==> src/rtl/mmrc_consts.vh <==
`ifndef MMRC_CONSTS_VH
`define MMRC_CONSTS_VH

// ----------------------------------------------------------------
// Register indices (byte address is four times the index)
// ----------------------------------------------------------------
`define MMRC_IDX_FLS_STAGE   12'hFD0
`define MMRC_IDX_FLS_COMMIT  12'hFD1
`define MMRC_IDX_FLS_MON     12'hFD2
`define MMRC_IDX_MAP_STAGE   12'hFDE
`define MMRC_IDX_MAP_KEY     12'hFDF

// ----------------------------------------------------------------
// Field positions
// ----------------------------------------------------------------
`define MMRC_BIT_RSTDIS      0
`define MMRC_BIT_RAREA       1
`define MMRC_BIT_RVCTR       2
`define MMRC_BIT_BOOTMAP     4

// ----------------------------------------------------------------
// Codes and reset values
// ----------------------------------------------------------------
`define MMRC_KEY_RSTDIS      8'hB2
`define MMRC_KEY_MAP         8'hD4
`define MMRC_KEY_FCLR        8'h71
`define MMRC_KEY_FLASH       8'hD5
`define MMRC_MAP_RST         3'h0
`define MMRC_FLS_RST         8'h40
`define MMRC_SWI_OPCODE      8'hFF
`define MMRC_EMPTY_DATA      8'hFF

// ----------------------------------------------------------------
// Address windows
// ----------------------------------------------------------------
`define MMRC_RAM_LO          16'h0040
`define MMRC_RAM_HI          16'h083F
`define MMRC_BOOT_LO         16'h1000
`define MMRC_BOOT_HI         16'h17FF
`define MMRC_BOOT_SER_HI     16'h1FFF
`define MMRC_FLASH_LO        16'h8000
`define MMRC_SFR1_LO         16'h0000
`define MMRC_SFR1_HI         16'h003F
`define MMRC_SFR2_LO         16'h0F00
`define MMRC_SFR2_HI         16'h0FFF
`define MMRC_SFR3_LO         16'h0E40
`define MMRC_SFR3_HI         16'h0EFF
`define MMRC_VCALL_LO        16'hFFA0
`define MMRC_VCALL_HI        16'hFFBF
`define MMRC_VINT_LO         16'hFFCC
`define MMRC_VINT_HI         16'hFFFD
`define MMRC_VREL_MASK       16'h01FF

// ----------------------------------------------------------------
// Region codes
// ----------------------------------------------------------------
`define MMRC_REG_NONE        3'h0
`define MMRC_REG_SFR         3'h1
`define MMRC_REG_RAM         3'h2
`define MMRC_REG_BOOT        3'h3
`define MMRC_REG_FLASH       3'h4
`define MMRC_REG_SWI         3'h5
`define MMRC_REG_FF          3'h6

`endif

==> src/rtl/mmrc_decode.v <==
`include "mmrc_consts.vh"

module mmrc_decode (
  // Request
  input  wire        i_is_code,
  input  wire [15:0] i_addr,
  // Committed mapping, mode and configuration
  input  wire        i_ram_code_map,
  input  wire        i_vec_reloc,
  input  wire        i_boot_map,
  input  wire        i_serial_mode,
  input  wire        i_flash_large,
  // Result
  output reg  [2:0]  o_region,
  output reg  [15:0] o_addr
);

  // ----------------------------------------------------------------
  // Window decode
  // ----------------------------------------------------------------
  reg        in_vec;
  reg [15:0] boot_hi;

  // One space decoded combinationally; caller registers the result
  always @* begin
    in_vec   = 1'b0;
    boot_hi  = i_serial_mode ? `MMRC_BOOT_SER_HI : `MMRC_BOOT_HI;
    o_addr   = i_addr;
    o_region = `MMRC_REG_NONE;
    if (i_is_code) begin
      // Reset vector at top two bytes stays fixed
      in_vec = (i_addr >= `MMRC_VCALL_LO && i_addr <= `MMRC_VCALL_HI) ||
               (i_addr >= `MMRC_VINT_LO && i_addr <= `MMRC_VINT_HI);
      if (i_vec_reloc && in_vec) begin
        o_addr   = i_addr & `MMRC_VREL_MASK;
        o_region = (i_ram_code_map || i_serial_mode) ? `MMRC_REG_RAM : `MMRC_REG_SWI;
      end else if (i_addr >= `MMRC_RAM_LO && i_addr <= `MMRC_RAM_HI) begin
        o_region = (i_ram_code_map || i_serial_mode) ? `MMRC_REG_RAM : `MMRC_REG_SWI;
      end else if (i_addr >= `MMRC_BOOT_LO && i_addr <= boot_hi) begin
        if (i_boot_map)
          o_region = `MMRC_REG_BOOT;
        else
          o_region = i_flash_large ? `MMRC_REG_FLASH : `MMRC_REG_SWI;
      end else if (i_addr >= `MMRC_FLASH_LO) begin
        o_region = `MMRC_REG_FLASH;
      end else begin
        o_region = i_flash_large ? `MMRC_REG_FLASH : `MMRC_REG_SWI;
      end
    end else begin
      if (i_addr <= `MMRC_SFR1_HI ||
          (i_addr >= `MMRC_SFR2_LO && i_addr <= `MMRC_SFR2_HI) ||
          (i_addr >= `MMRC_SFR3_LO && i_addr <= `MMRC_SFR3_HI))
        o_region = `MMRC_REG_SFR;
      else if (i_addr >= `MMRC_RAM_LO && i_addr <= `MMRC_RAM_HI)
        o_region = `MMRC_REG_RAM;
      else if (i_addr >= `MMRC_BOOT_LO && i_addr <= boot_hi)
        o_region = i_boot_map ? `MMRC_REG_BOOT : `MMRC_REG_FF;
      else if (i_addr >= `MMRC_FLASH_LO)
        o_region = `MMRC_REG_FLASH;
    end
  end

endmodule

==> src/rtl/mmrc_top.v <==
// Functional notes
// - Code fetches and data accesses decode in two separate 64-Kbyte spaces.
// - RAM sits at 0x0040-0x083F in data space from reset.
// - Outside serial mode, RAM enters code space only after mapping bit set and 0xD4 committed.
// - Relocation bit moves vector tables from 0xFFxx to 0x01xx.
// - Reset vector never relocates.
// - Serial programming mode always maps RAM into code space.
// - Unmapped RAM window fetches return the software interrupt opcode.
// - Staging register holds relocation, RAM map, reset-disable bits; upper bits zero.
// - Keys 0xB2 and 0xD4 commit their staged values; 0x71 pulses the reset flag clear; others ignored.
// - Key write and status read share one address; no read-modify-write.
// - Status shows committed relocation, RAM map, reset-disable bits.
// - Boot ROM unmapped at reset; mapped at 0x1000-0x17FF after 0xD5 commit.
// - Outside serial mode only the first 2 Kbytes of boot ROM show.
// - Unmapped boot window fetches go to flash or software interrupt opcode.
// - Flash control staging is double-buffered; active value readable in monitor.
// - Flash commit register accepts 0xD5; other values do nothing.
// - Flash sits at 0x8000-0xFFFF in code space from reset.
// - Three special-function windows decode in data space from reset.
// - RAM contents are never initialised by hardware.
// - Unmapped boot window data reads return 0xFF.
// - Flash sits at 0x8000-0xFFFF in data space from reset.
//
// Design decision made here: the APB register port.
`include "mmrc_consts.vh"

module mmrc_top (
  // Clock and reset
  input  wire        i_clk,
  input  wire        i_rst_b,
  // APB slave
  input  wire        i_psel,
  input  wire        i_penable,
  input  wire        i_pwrite,
  input  wire [15:0] i_paddr,
  input  wire [31:0] i_pwdata,
  output reg  [31:0] o_prdata,
  output wire        o_pready,
  output wire        o_pslverr,
  // CPU fetch bus
  input  wire [15:0] i_fetch_addr,
  output reg  [2:0]  o_fetch_region,
  output reg  [15:0] o_fetch_addr,
  output reg  [7:0]  o_fetch_fill,
  // CPU data bus
  input  wire [15:0] i_data_addr,
  output reg  [2:0]  o_data_region,
  output reg  [15:0] o_data_addr,
  output reg  [7:0]  o_data_fill,
  // Mode and configuration
  input  wire        i_serial_mode,
  input  wire        i_flash_large,
  // Committed controls
  output reg         o_reset_disable,
  output reg         o_reset_flag_clear,
  output reg  [7:0]  o_flash_control_active
);

  // ----------------------------------------------------------------
  // State
  // ----------------------------------------------------------------
  reg  [2:0]  map_control_staging;
  reg  [7:0]  flash_control_staging;
  reg         ram_code_map_state;
  reg         vector_relocate_state;
  reg         serial_meta;
  reg         serial_sync;
  wire [11:0] reg_idx;
  wire        apb_setup;
  wire        apb_access;
  wire        apb_wr;
  reg         idx_hit;
  reg  [31:0] next_prdata;
  wire [7:0]  wbyte;
  wire [7:0]  map_committed_status;
  wire [2:0]  code_region;
  wire [15:0] code_addr;
  wire [2:0]  data_region;
  wire [15:0] data_addr;

  assign reg_idx    = i_paddr[13:2];
  assign apb_setup  = i_psel & ~i_penable;
  assign apb_access = i_psel & i_penable;
  assign wbyte      = i_pwdata[7:0];
  assign o_pready   = 1'b1;
  assign o_pslverr  = apb_access & ~idx_hit;
  assign apb_wr     = apb_access & i_pwrite & idx_hit;
  assign map_committed_status = {5'h00, vector_relocate_state, ram_code_map_state,
                                 o_reset_disable};

  // ----------------------------------------------------------------
  // Serial mode synchroniser
  // ----------------------------------------------------------------

  // Two flops before any decode logic reads the mode pin
  always @(posedge i_clk) begin
    if (!i_rst_b) begin
      serial_meta <= 1'b0;
      serial_sync <= 1'b0;
    end else begin
      serial_meta <= i_serial_mode;
      serial_sync <= serial_meta;
    end
  end

  // ----------------------------------------------------------------
  // Address decode and read mux
  // ----------------------------------------------------------------

  // Register hit and read data, byte in the low lanes
  always @* begin
    idx_hit     = 1'b1;
    next_prdata = 32'h0000_0000;
    if (i_paddr[15:14] != 2'h0 || i_paddr[1:0] != 2'h0) begin
      idx_hit = 1'b0;
    end else if (reg_idx == `MMRC_IDX_FLS_STAGE) begin
      next_prdata[7:0] = flash_control_staging;
    end else if (reg_idx == `MMRC_IDX_FLS_COMMIT) begin
      next_prdata[7:0] = 8'h00;
    end else if (reg_idx == `MMRC_IDX_FLS_MON) begin
      next_prdata[7:0] = o_flash_control_active;
    end else if (reg_idx == `MMRC_IDX_MAP_STAGE) begin
      next_prdata[7:0] = {5'h00, map_control_staging};
    end else if (reg_idx == `MMRC_IDX_MAP_KEY) begin
      next_prdata[7:0] = map_committed_status;
    end else begin
      idx_hit = 1'b0;
    end
  end

  // Read data captured in setup, held through access
  always @(posedge i_clk) begin
    if (!i_rst_b) begin
      o_prdata <= 32'h0000_0000;
    end else if (apb_setup) begin
      o_prdata <= next_prdata;
    end
  end

  // ----------------------------------------------------------------
  // Staging and commit registers
  // ----------------------------------------------------------------

  // Writes land at the access edge; commits act on that same edge
  always @(posedge i_clk) begin
    if (!i_rst_b) begin
      map_control_staging    <= `MMRC_MAP_RST;
      flash_control_staging  <= `MMRC_FLS_RST;
      ram_code_map_state     <= 1'b0;
      vector_relocate_state  <= 1'b0;
      o_reset_disable        <= 1'b0;
      o_reset_flag_clear     <= 1'b0;
      o_flash_control_active <= `MMRC_FLS_RST;
    end else begin
      o_reset_flag_clear <= 1'b0;
      if (apb_wr) begin
        if (reg_idx == `MMRC_IDX_FLS_STAGE) begin
          flash_control_staging <= wbyte;
        end else if (reg_idx == `MMRC_IDX_FLS_COMMIT) begin
          if (wbyte == `MMRC_KEY_FLASH)
            o_flash_control_active <= flash_control_staging;
        end else if (reg_idx == `MMRC_IDX_MAP_STAGE) begin
          map_control_staging <= wbyte[2:0];
        end else if (reg_idx == `MMRC_IDX_MAP_KEY) begin
          if (wbyte == `MMRC_KEY_RSTDIS) begin
            o_reset_disable <= map_control_staging[`MMRC_BIT_RSTDIS];
          end else if (wbyte == `MMRC_KEY_MAP) begin
            ram_code_map_state    <= map_control_staging[`MMRC_BIT_RAREA];
            vector_relocate_state <= map_control_staging[`MMRC_BIT_RVCTR];
          end else if (wbyte == `MMRC_KEY_FCLR) begin
            o_reset_flag_clear <= 1'b1;
          end
        end
      end
    end
  end

  // ----------------------------------------------------------------
  // Space decoders
  // ----------------------------------------------------------------

  // Code space view
  mmrc_decode u_code_dec (
    .i_is_code      (1'b1),
    .i_addr         (i_fetch_addr),
    .i_ram_code_map (ram_code_map_state),
    .i_vec_reloc    (vector_relocate_state),
    .i_boot_map     (o_flash_control_active[`MMRC_BIT_BOOTMAP]),
    .i_serial_mode  (serial_sync),
    .i_flash_large  (i_flash_large),
    .o_region       (code_region),
    .o_addr         (code_addr)
  );

  // Data space view
  mmrc_decode u_data_dec (
    .i_is_code      (1'b0),
    .i_addr         (i_data_addr),
    .i_ram_code_map (ram_code_map_state),
    .i_vec_reloc    (vector_relocate_state),
    .i_boot_map     (o_flash_control_active[`MMRC_BIT_BOOTMAP]),
    .i_serial_mode  (serial_sync),
    .i_flash_large  (i_flash_large),
    .o_region       (data_region),
    .o_addr         (data_addr)
  );

  // ----------------------------------------------------------------
  // Registered decode outputs
  // ----------------------------------------------------------------

  // One cycle after the address; RAM itself is never cleared here
  always @(posedge i_clk) begin
    if (!i_rst_b) begin
      o_fetch_region <= `MMRC_REG_NONE;
      o_fetch_addr   <= 16'h0000;
      o_fetch_fill   <= 8'h00;
      o_data_region  <= `MMRC_REG_NONE;
      o_data_addr    <= 16'h0000;
      o_data_fill    <= 8'h00;
    end else begin
      o_fetch_region <= code_region;
      o_fetch_addr   <= code_addr;
      o_fetch_fill   <= (code_region == `MMRC_REG_SWI) ? `MMRC_SWI_OPCODE : 8'h00;
      o_data_region  <= data_region;
      o_data_addr    <= data_addr;
      o_data_fill    <= (data_region == `MMRC_REG_FF) ? `MMRC_EMPTY_DATA : 8'h00;
    end
  end

endmodule

==> config.mk <==
export PLATFORM = sky130hd
export DESIGN_NAME = mmrc_top
export DESIGN_NICKNAME = d
export VERILOG_FILES = /design/src/rtl/mmrc_decode.v /design/src/rtl/mmrc_top.v
export VERILOG_INCLUDE_DIRS = /design/src /design/src/rtl
export SDC_FILE = /design/constraint.sdc
export NUM_CORES = 1
export LEC_CHECK = 0
export BUFFER_PORTS_ARGS = -buffer_cell sky130_fd_sc_hd__clkbuf_2
export CAP_MARGIN = 20
export CORE_MARGIN = 2
export CORE_UTILIZATION = 40
export CTS_CLUSTER_DIAMETER = 50
export DETAILED_ROUTE_END_ITERATION = 6
export PLACE_DENSITY = 0.77
export SYNTH_ARGS = -nofsm -noshare
export SYNTH_HDL_FRONTEND = slang
export SYNTH_SLANG_ARGS = --single-unit
==> constraint.sdc <==
create_clock -name i_clk -period 1.7 [get_ports i_clk]
set_input_delay 0.34 -clock i_clk [delete_from_list [all_inputs] [get_ports i_clk]]
set_output_delay 0.34 -clock i_clk [all_outputs]
set_load 0.03 [all_outputs]
* Word level (Yosys, flattened, before mapping)
Index checks and enable logic that the tools add are counted.
** Operators by class
- Add/subtract/negate cells :: 0
- $mul :: 0
- Divide/modulo/power cells :: 0
- Order comparisons :: 19
- Eq/ne operators :: 11
- Shifts and indexed selects :: 0
- Muxes and demuxes :: 28
- Bitwise logic cells :: 14
- Reductions and logical operators :: 23
** Operators by type and width (number)
- 16-bit >= comparator, second input constant :: 4
- 16-bit by 12-bit <= comparator with 1-bit output, second input constant :: 4
- 12-bit == test, second input constant :: 5
- 8-bit 2-to-1 mux :: 6
- 3-bit 2-to-1 mux :: 13
- 16-bit by 12-bit >= comparator with 1-bit output, second input constant :: 2
- 16-bit by 13-bit >= comparator with 1-bit output, second input constant :: 2
- 16-bit by 7-bit >= comparator with 1-bit output, second input constant :: 2
- 16-bit <= comparator :: 2
- 16-bit <= comparator, second input constant :: 2
- 8-bit == test, second input constant :: 3
- 16-bit by 6-bit <= comparator with 1-bit output, second input constant :: 1
- 12-bit 2-to-1 mux :: 1
- 1-bit logical AND :: 9
- 1-bit NOT :: 9
- 8-bit by 7-bit == test with 1-bit output, second input constant :: 1
- 1-bit 2-to-1 mux :: 8
- 4-bit AND reduction :: 2
- 8-bit OR reduction :: 1
- 7-bit AND reduction :: 1
- 3-bit == test, second input constant :: 2
- 6-bit AND reduction :: 1
- 1-bit AND :: 5
- 1-bit logical OR :: 5
- other kinds (3) :: 4
** Word-level totals
- Bits in registers :: 87
- Latch bits :: 0
- Bits in writable memories :: 0
- ROM bits :: 0
- Output and inout bits :: 98
- Word-level logic and storage cells :: 112
- Memories kept :: 0

* Depth between registers and ports, before layout
- Word-level depth :: 10
- Depth in mapped cells :: 8
- Depth with buffers taken out :: 7

* Modules after synthesis
From an unflattened synthesis, not the netlist that was laid out.
** Second synthesis, totals
- Cell total of the unflattened synthesis :: 393
- Area total of the unflattened synthesis :: 3722.3 sq um
** Modules (own cells, without submodules)
- mmrc_top :: instances 1, cells an instance 292, area an instance 2994.1 sq um, seq. area each 1461.4 sq um
- mmrc_decode at u_data_dec :: instances 1, cells an instance 50, area an instance 370.4 sq um, seq. area each 0.0 sq um
- mmrc_decode at u_code_dec :: instances 1, cells an instance 51, area an instance 357.8 sq um, seq. area each 0.0 sq um

* Worst setup path after synthesis
No wires, ideal clock.
- Kind :: input port to flip-flop
- From :: in i_paddr[15]
- To :: reg o_prdata[3]
- Library setup time :: 0.065 ns
- Data arrival time :: 1.786 ns
- Data required time :: 1.635 ns
- Setup slack :: -0.151 ns
- Cell stages on the path :: 5
- Buffers on the path :: 0
- Cell sequence :: or4_4 or4_4 nor2b_4 a22oi_1 nor2_1
** Between the ends
- Cells in the longest elaborated chain, start to end :: 3
** Ends and longest elaborated chain
- start: declaration :: line mmrc_top.v:35 : input wire [15:0] i_paddr,
- 2-bit nonzero test :: line mmrc_top.v:114 : if (i_paddr[15:14] != 2'h0 || i_paddr[1:0] != 2'h0) begin
- 1-bit logical OR :: line mmrc_top.v:114
- 8-bit 2-to-1 mux :: line mmrc_top.v:114
- end signal: assignment :: line mmrc_top.v:136 : o_prdata <= next_prdata;
- end: declaration :: line mmrc_top.v:37 : output reg [31:0] o_prdata,
No other way between the ends.
A chain may end at the register's enable or synchronous reset.

* Worst setup path after layout
- From :: in i_paddr[1]
- To :: out o_pslverr
** Between the ends
- Cells in the longest elaborated chain, start to end :: 5
** Ends and longest elaborated chain
- 2-bit nonzero test :: line mmrc_top.v:114
- 1-bit logical OR :: line mmrc_top.v:114
- 1-bit 2-to-1 mux :: line mmrc_top.v:114
- 1-bit NOT :: line mmrc_top.v:86 : assign o_pslverr = apb_access & ~idx_hit;
- 1-bit AND :: line mmrc_top.v:86
- end: declaration :: line mmrc_top.v:39 : output wire o_pslverr,
No other way between the ends.

==> flow_metrics.env <==
export IMPL_syn_area_per_cell_um2=9.46
export IMPL_cts_buffer_depth=2
export IMPL_syn_area_um2=3220
export IMPL_met3_usage_pct=5.22
export IMPL_status="finished with violations"
export IMPL_worst_slack_ns=-0.0147
export IMPL_hpwl_um=6350
export IMPL_arrival_ns=1.37
export IMPL_drtIter0Drc=63
export IMPL_area_growth_pct=35.1
export IMPL_synth_seq_cells=73
export IMPL_initial_utilization_pct=41.5
export IMPL_synthFlopType="dfxtp_1"
export IMPL_clk_latency_ns=0.34
export IMPL_critPathCaptureType="output port"
export IMPL_worstSetupStartpoint="i_paddr[1]"
export IMPL_path_max_fanout=2
export IMPL_drc=0
export IMPL_layout_drive_gt1_share_pct=42.6
export IMPL_grt_met2_usage_pct=32.1
export IMPL_synth_top_cell_area_share_pct=45.3
export IMPL_yosysTopAreaCell="dfxtp_1"
export IMPL_cts_tree="built"
export IMPL_gr_usage_met1_pct=21.1
export IMPL_viasPerCell=4.83
export IMPL_crit_required_ns=1.36
export IMPL_synthTopCellsByArea="dfxtp_1 (45%), buf_4 (9.5%), and2_1 (6.4%), mux2i_1 (5.0%), nand2_1 (2.8%)"
export IMPL_final_cells=597
export IMPL_routed_wl_um=8050
export IMPL_synth_edf_count=0
export IMPL_finClkSkew_ns=0.00425
export IMPL_timing_hold_ws_ns=0.209
export IMPL_via_count=2881
export IMPL_fp_coreArea_um2=7770
export IMPL_busiest_layer="met2"
export IMPL_io_buffer_count=135
export IMPL_synth_common_cells="dfxtp_1 (73), buf_4 (41), and2_1 (33)"
export IMPL_rows=32
export IMPL_root_buffer="clkbuf_8"
export IMPL_numCtsBuffers=9
export IMPL_yosysMostFrequentCell="dfxtp_1"
export IMPL_crit_path_start_kind="primary input"
export IMPL_pwr_density_cell_nw_per_um2=917
export IMPL_dieWidth_um=93.8
export IMPL_power_leakage_nw=2.12
export IMPL_clk_pin_slew_worst_paths_ns=0.07
export IMPL_synthArstFlopShare_pct=0
export IMPL_synthCells=341
export IMPL_first_pass_iters=4
export IMPL_ys_warn_count=0
export IMPL_die_y_um=93.8
export IMPL_htree_num_levels=3
export IMPL_cts_sinks=73
export IMPL_grt_pass1_vias=2652
export IMPL_cap_violations=0
export IMPL_finalSetupViolCount=2
export IMPL_track_usage_pct=18.1
export IMPL_timing_final_crit_share_pct=101
export IMPL_critPathKind="in -> out"
export IMPL_synth_seq_area_share_pct=45.3
export IMPL_fin_crit_ns=1.71
export IMPL_grt_first_pass_wirelength_um=12400
export IMPL_overflow=0
export IMPL_r2r_start="serial_sync"
export IMPL_vdd_drop_max_mv=0.469
export IMPL_violations="negative setup slack"
export IMPL_hp_start="i_serial_mode"
export IMPL_grt_max_degree=33
export IMPL_hold_viol=0
export IMPL_min_path_type="in -> reg"
export IMPL_die_area_um2=8790
export IMPL_wire_per_inst_um=13.5
export IMPL_setup_tns_ns=-0.0277
export IMPL_antenna_found_initial=0
export IMPL_ant_nets=0
export IMPL_antenna_cells=0
export IMPL_nets=579
export IMPL_slew_violations=0
export IMPL_place_congestion=0.889
export IMPL_boundaryPins=185
export IMPL_place_inst=578
export IMPL_synth_cell_type_count=46
export IMPL_rsz0062_at_grt="true"
export IMPL_max_freq_mhz=583
[sequential cells by signal (all words and copies together), names as in the netlist]
register and flops:
flash_control_staging 8, map_control_staging 3, o_data_addr 16, o_data_fill 1, o_data_region 3, o_fetch_addr 16, o_fetch_fill 1, o_fetch_region 3
o_flash_control_active 8, o_prdata 8, o_reset_disable 1, o_reset_flag_clear 1, ram_code_map_state 1, serial_meta 1, serial_sync 1, vector_relocate_state 1
[per-stage QoR]
stage	utilization (%)	power (W)	worst slack (ns)	cell area, µm²
6_report	56.1	0.00400	-0.0147	4360
5_1_grt	56.1	0.00415	-0.0894	4360
4_1_cts	55.1	0.00403	-0.0699	4280
3_5_place_dp	51.6	0.00235	-0.323	4010
3_3_place_gp	51.6	0.00234	-0.268	4010
2_1_floorplan	-	0.00218	-0.109	3340
[final cells by class]
| cell class | count | area, µm² |
|---|---|---|
| repair buffers | 168 | 941 |
| multi-input cells | 234 | 1560 |
| clock buffers | 12 | 155 |
| inverters | 4 | 15.0 |
| flip-flops and latches | 73 | 1460 |
| well taps | 102 | 128 |
| clock inverters | 4 | 98.8 |
| fillers | 689 | 3410 |
[cell families (layout without fill, tap and decap cells)]
logic type	Yosys count	count (layout)	share of synthesized area, %
buffers and inverters	57	188	11.5
AOI/OAI and AO/OA	41	41	8.65
and+or+nand+nor	145	145	26.8
muxes	21	21	6.71
DFF	73	73	45.3
other	2	25	0.233
adders and majority gates	2	2	0.776
[where the power goes]
group | leakage (nW) | internal [W] | switching [W]
sequential | 0.599 | 0.00176 | 0.0000148
combinational | 1.39 | 0.000181 | 0.000364
clock | 0.127 | 0.00106 | 0.000619
total | 2.12 | 0.00300 | 0.000998
[cells in the final DEF, fill, tap and decap left out, types with 4 or more instances in the layout]
cell / instances
and2_1: 32
a21oi_1: 4
nand4_1: 9
mux2_2: 5
nand2_1: 24
clkbuf_2: 134
a22oi_1: 4
dfxtp_1: 72
nor3_1: 6
nand3_1: 16
buf_6: 4
clkbuf_8: 11
o21ai_1: 12
mux2i_1: 16
a22oi_2: 5
conb_1: 25
buf_4: 30
nor2_1: 23
and3_1: 4
[per-layer routing]
layer,up-vias,share of wire (%)
li1,1425,-
met4,0,0.43
met3,2,7.7
met1,1317,42
met2,137,50
met5,-,0
[path summary, 6_finish.rpt]
kind	to	slack, ns	cells past startpoint
setup / recovery	o_pslverr	-0.01	5
hold / removal	serial_meta	0.21	2
setup reg to reg	o_data_fill[6]	0.14	7
hold reg to reg	serial_sync	0.44	1
[worst max-delay path, cell delays in order]
cell and delay [ns]:
clkbuf_2 0.08, or4_4 0.55, nor3_4 0.15, a21oi_1 0.09
buf_4 0.17
[repair_timing]
item                                    4_1_cts  5_1_grt
gates resized for setup                       2       16
endpoints found under the setup margin        1       31
gates cloned                                  0        0
hold buffers                                  0        0
setup buffers                                 3        1
pin swaps                                     3        6
(Power assumes the default switching activity.)
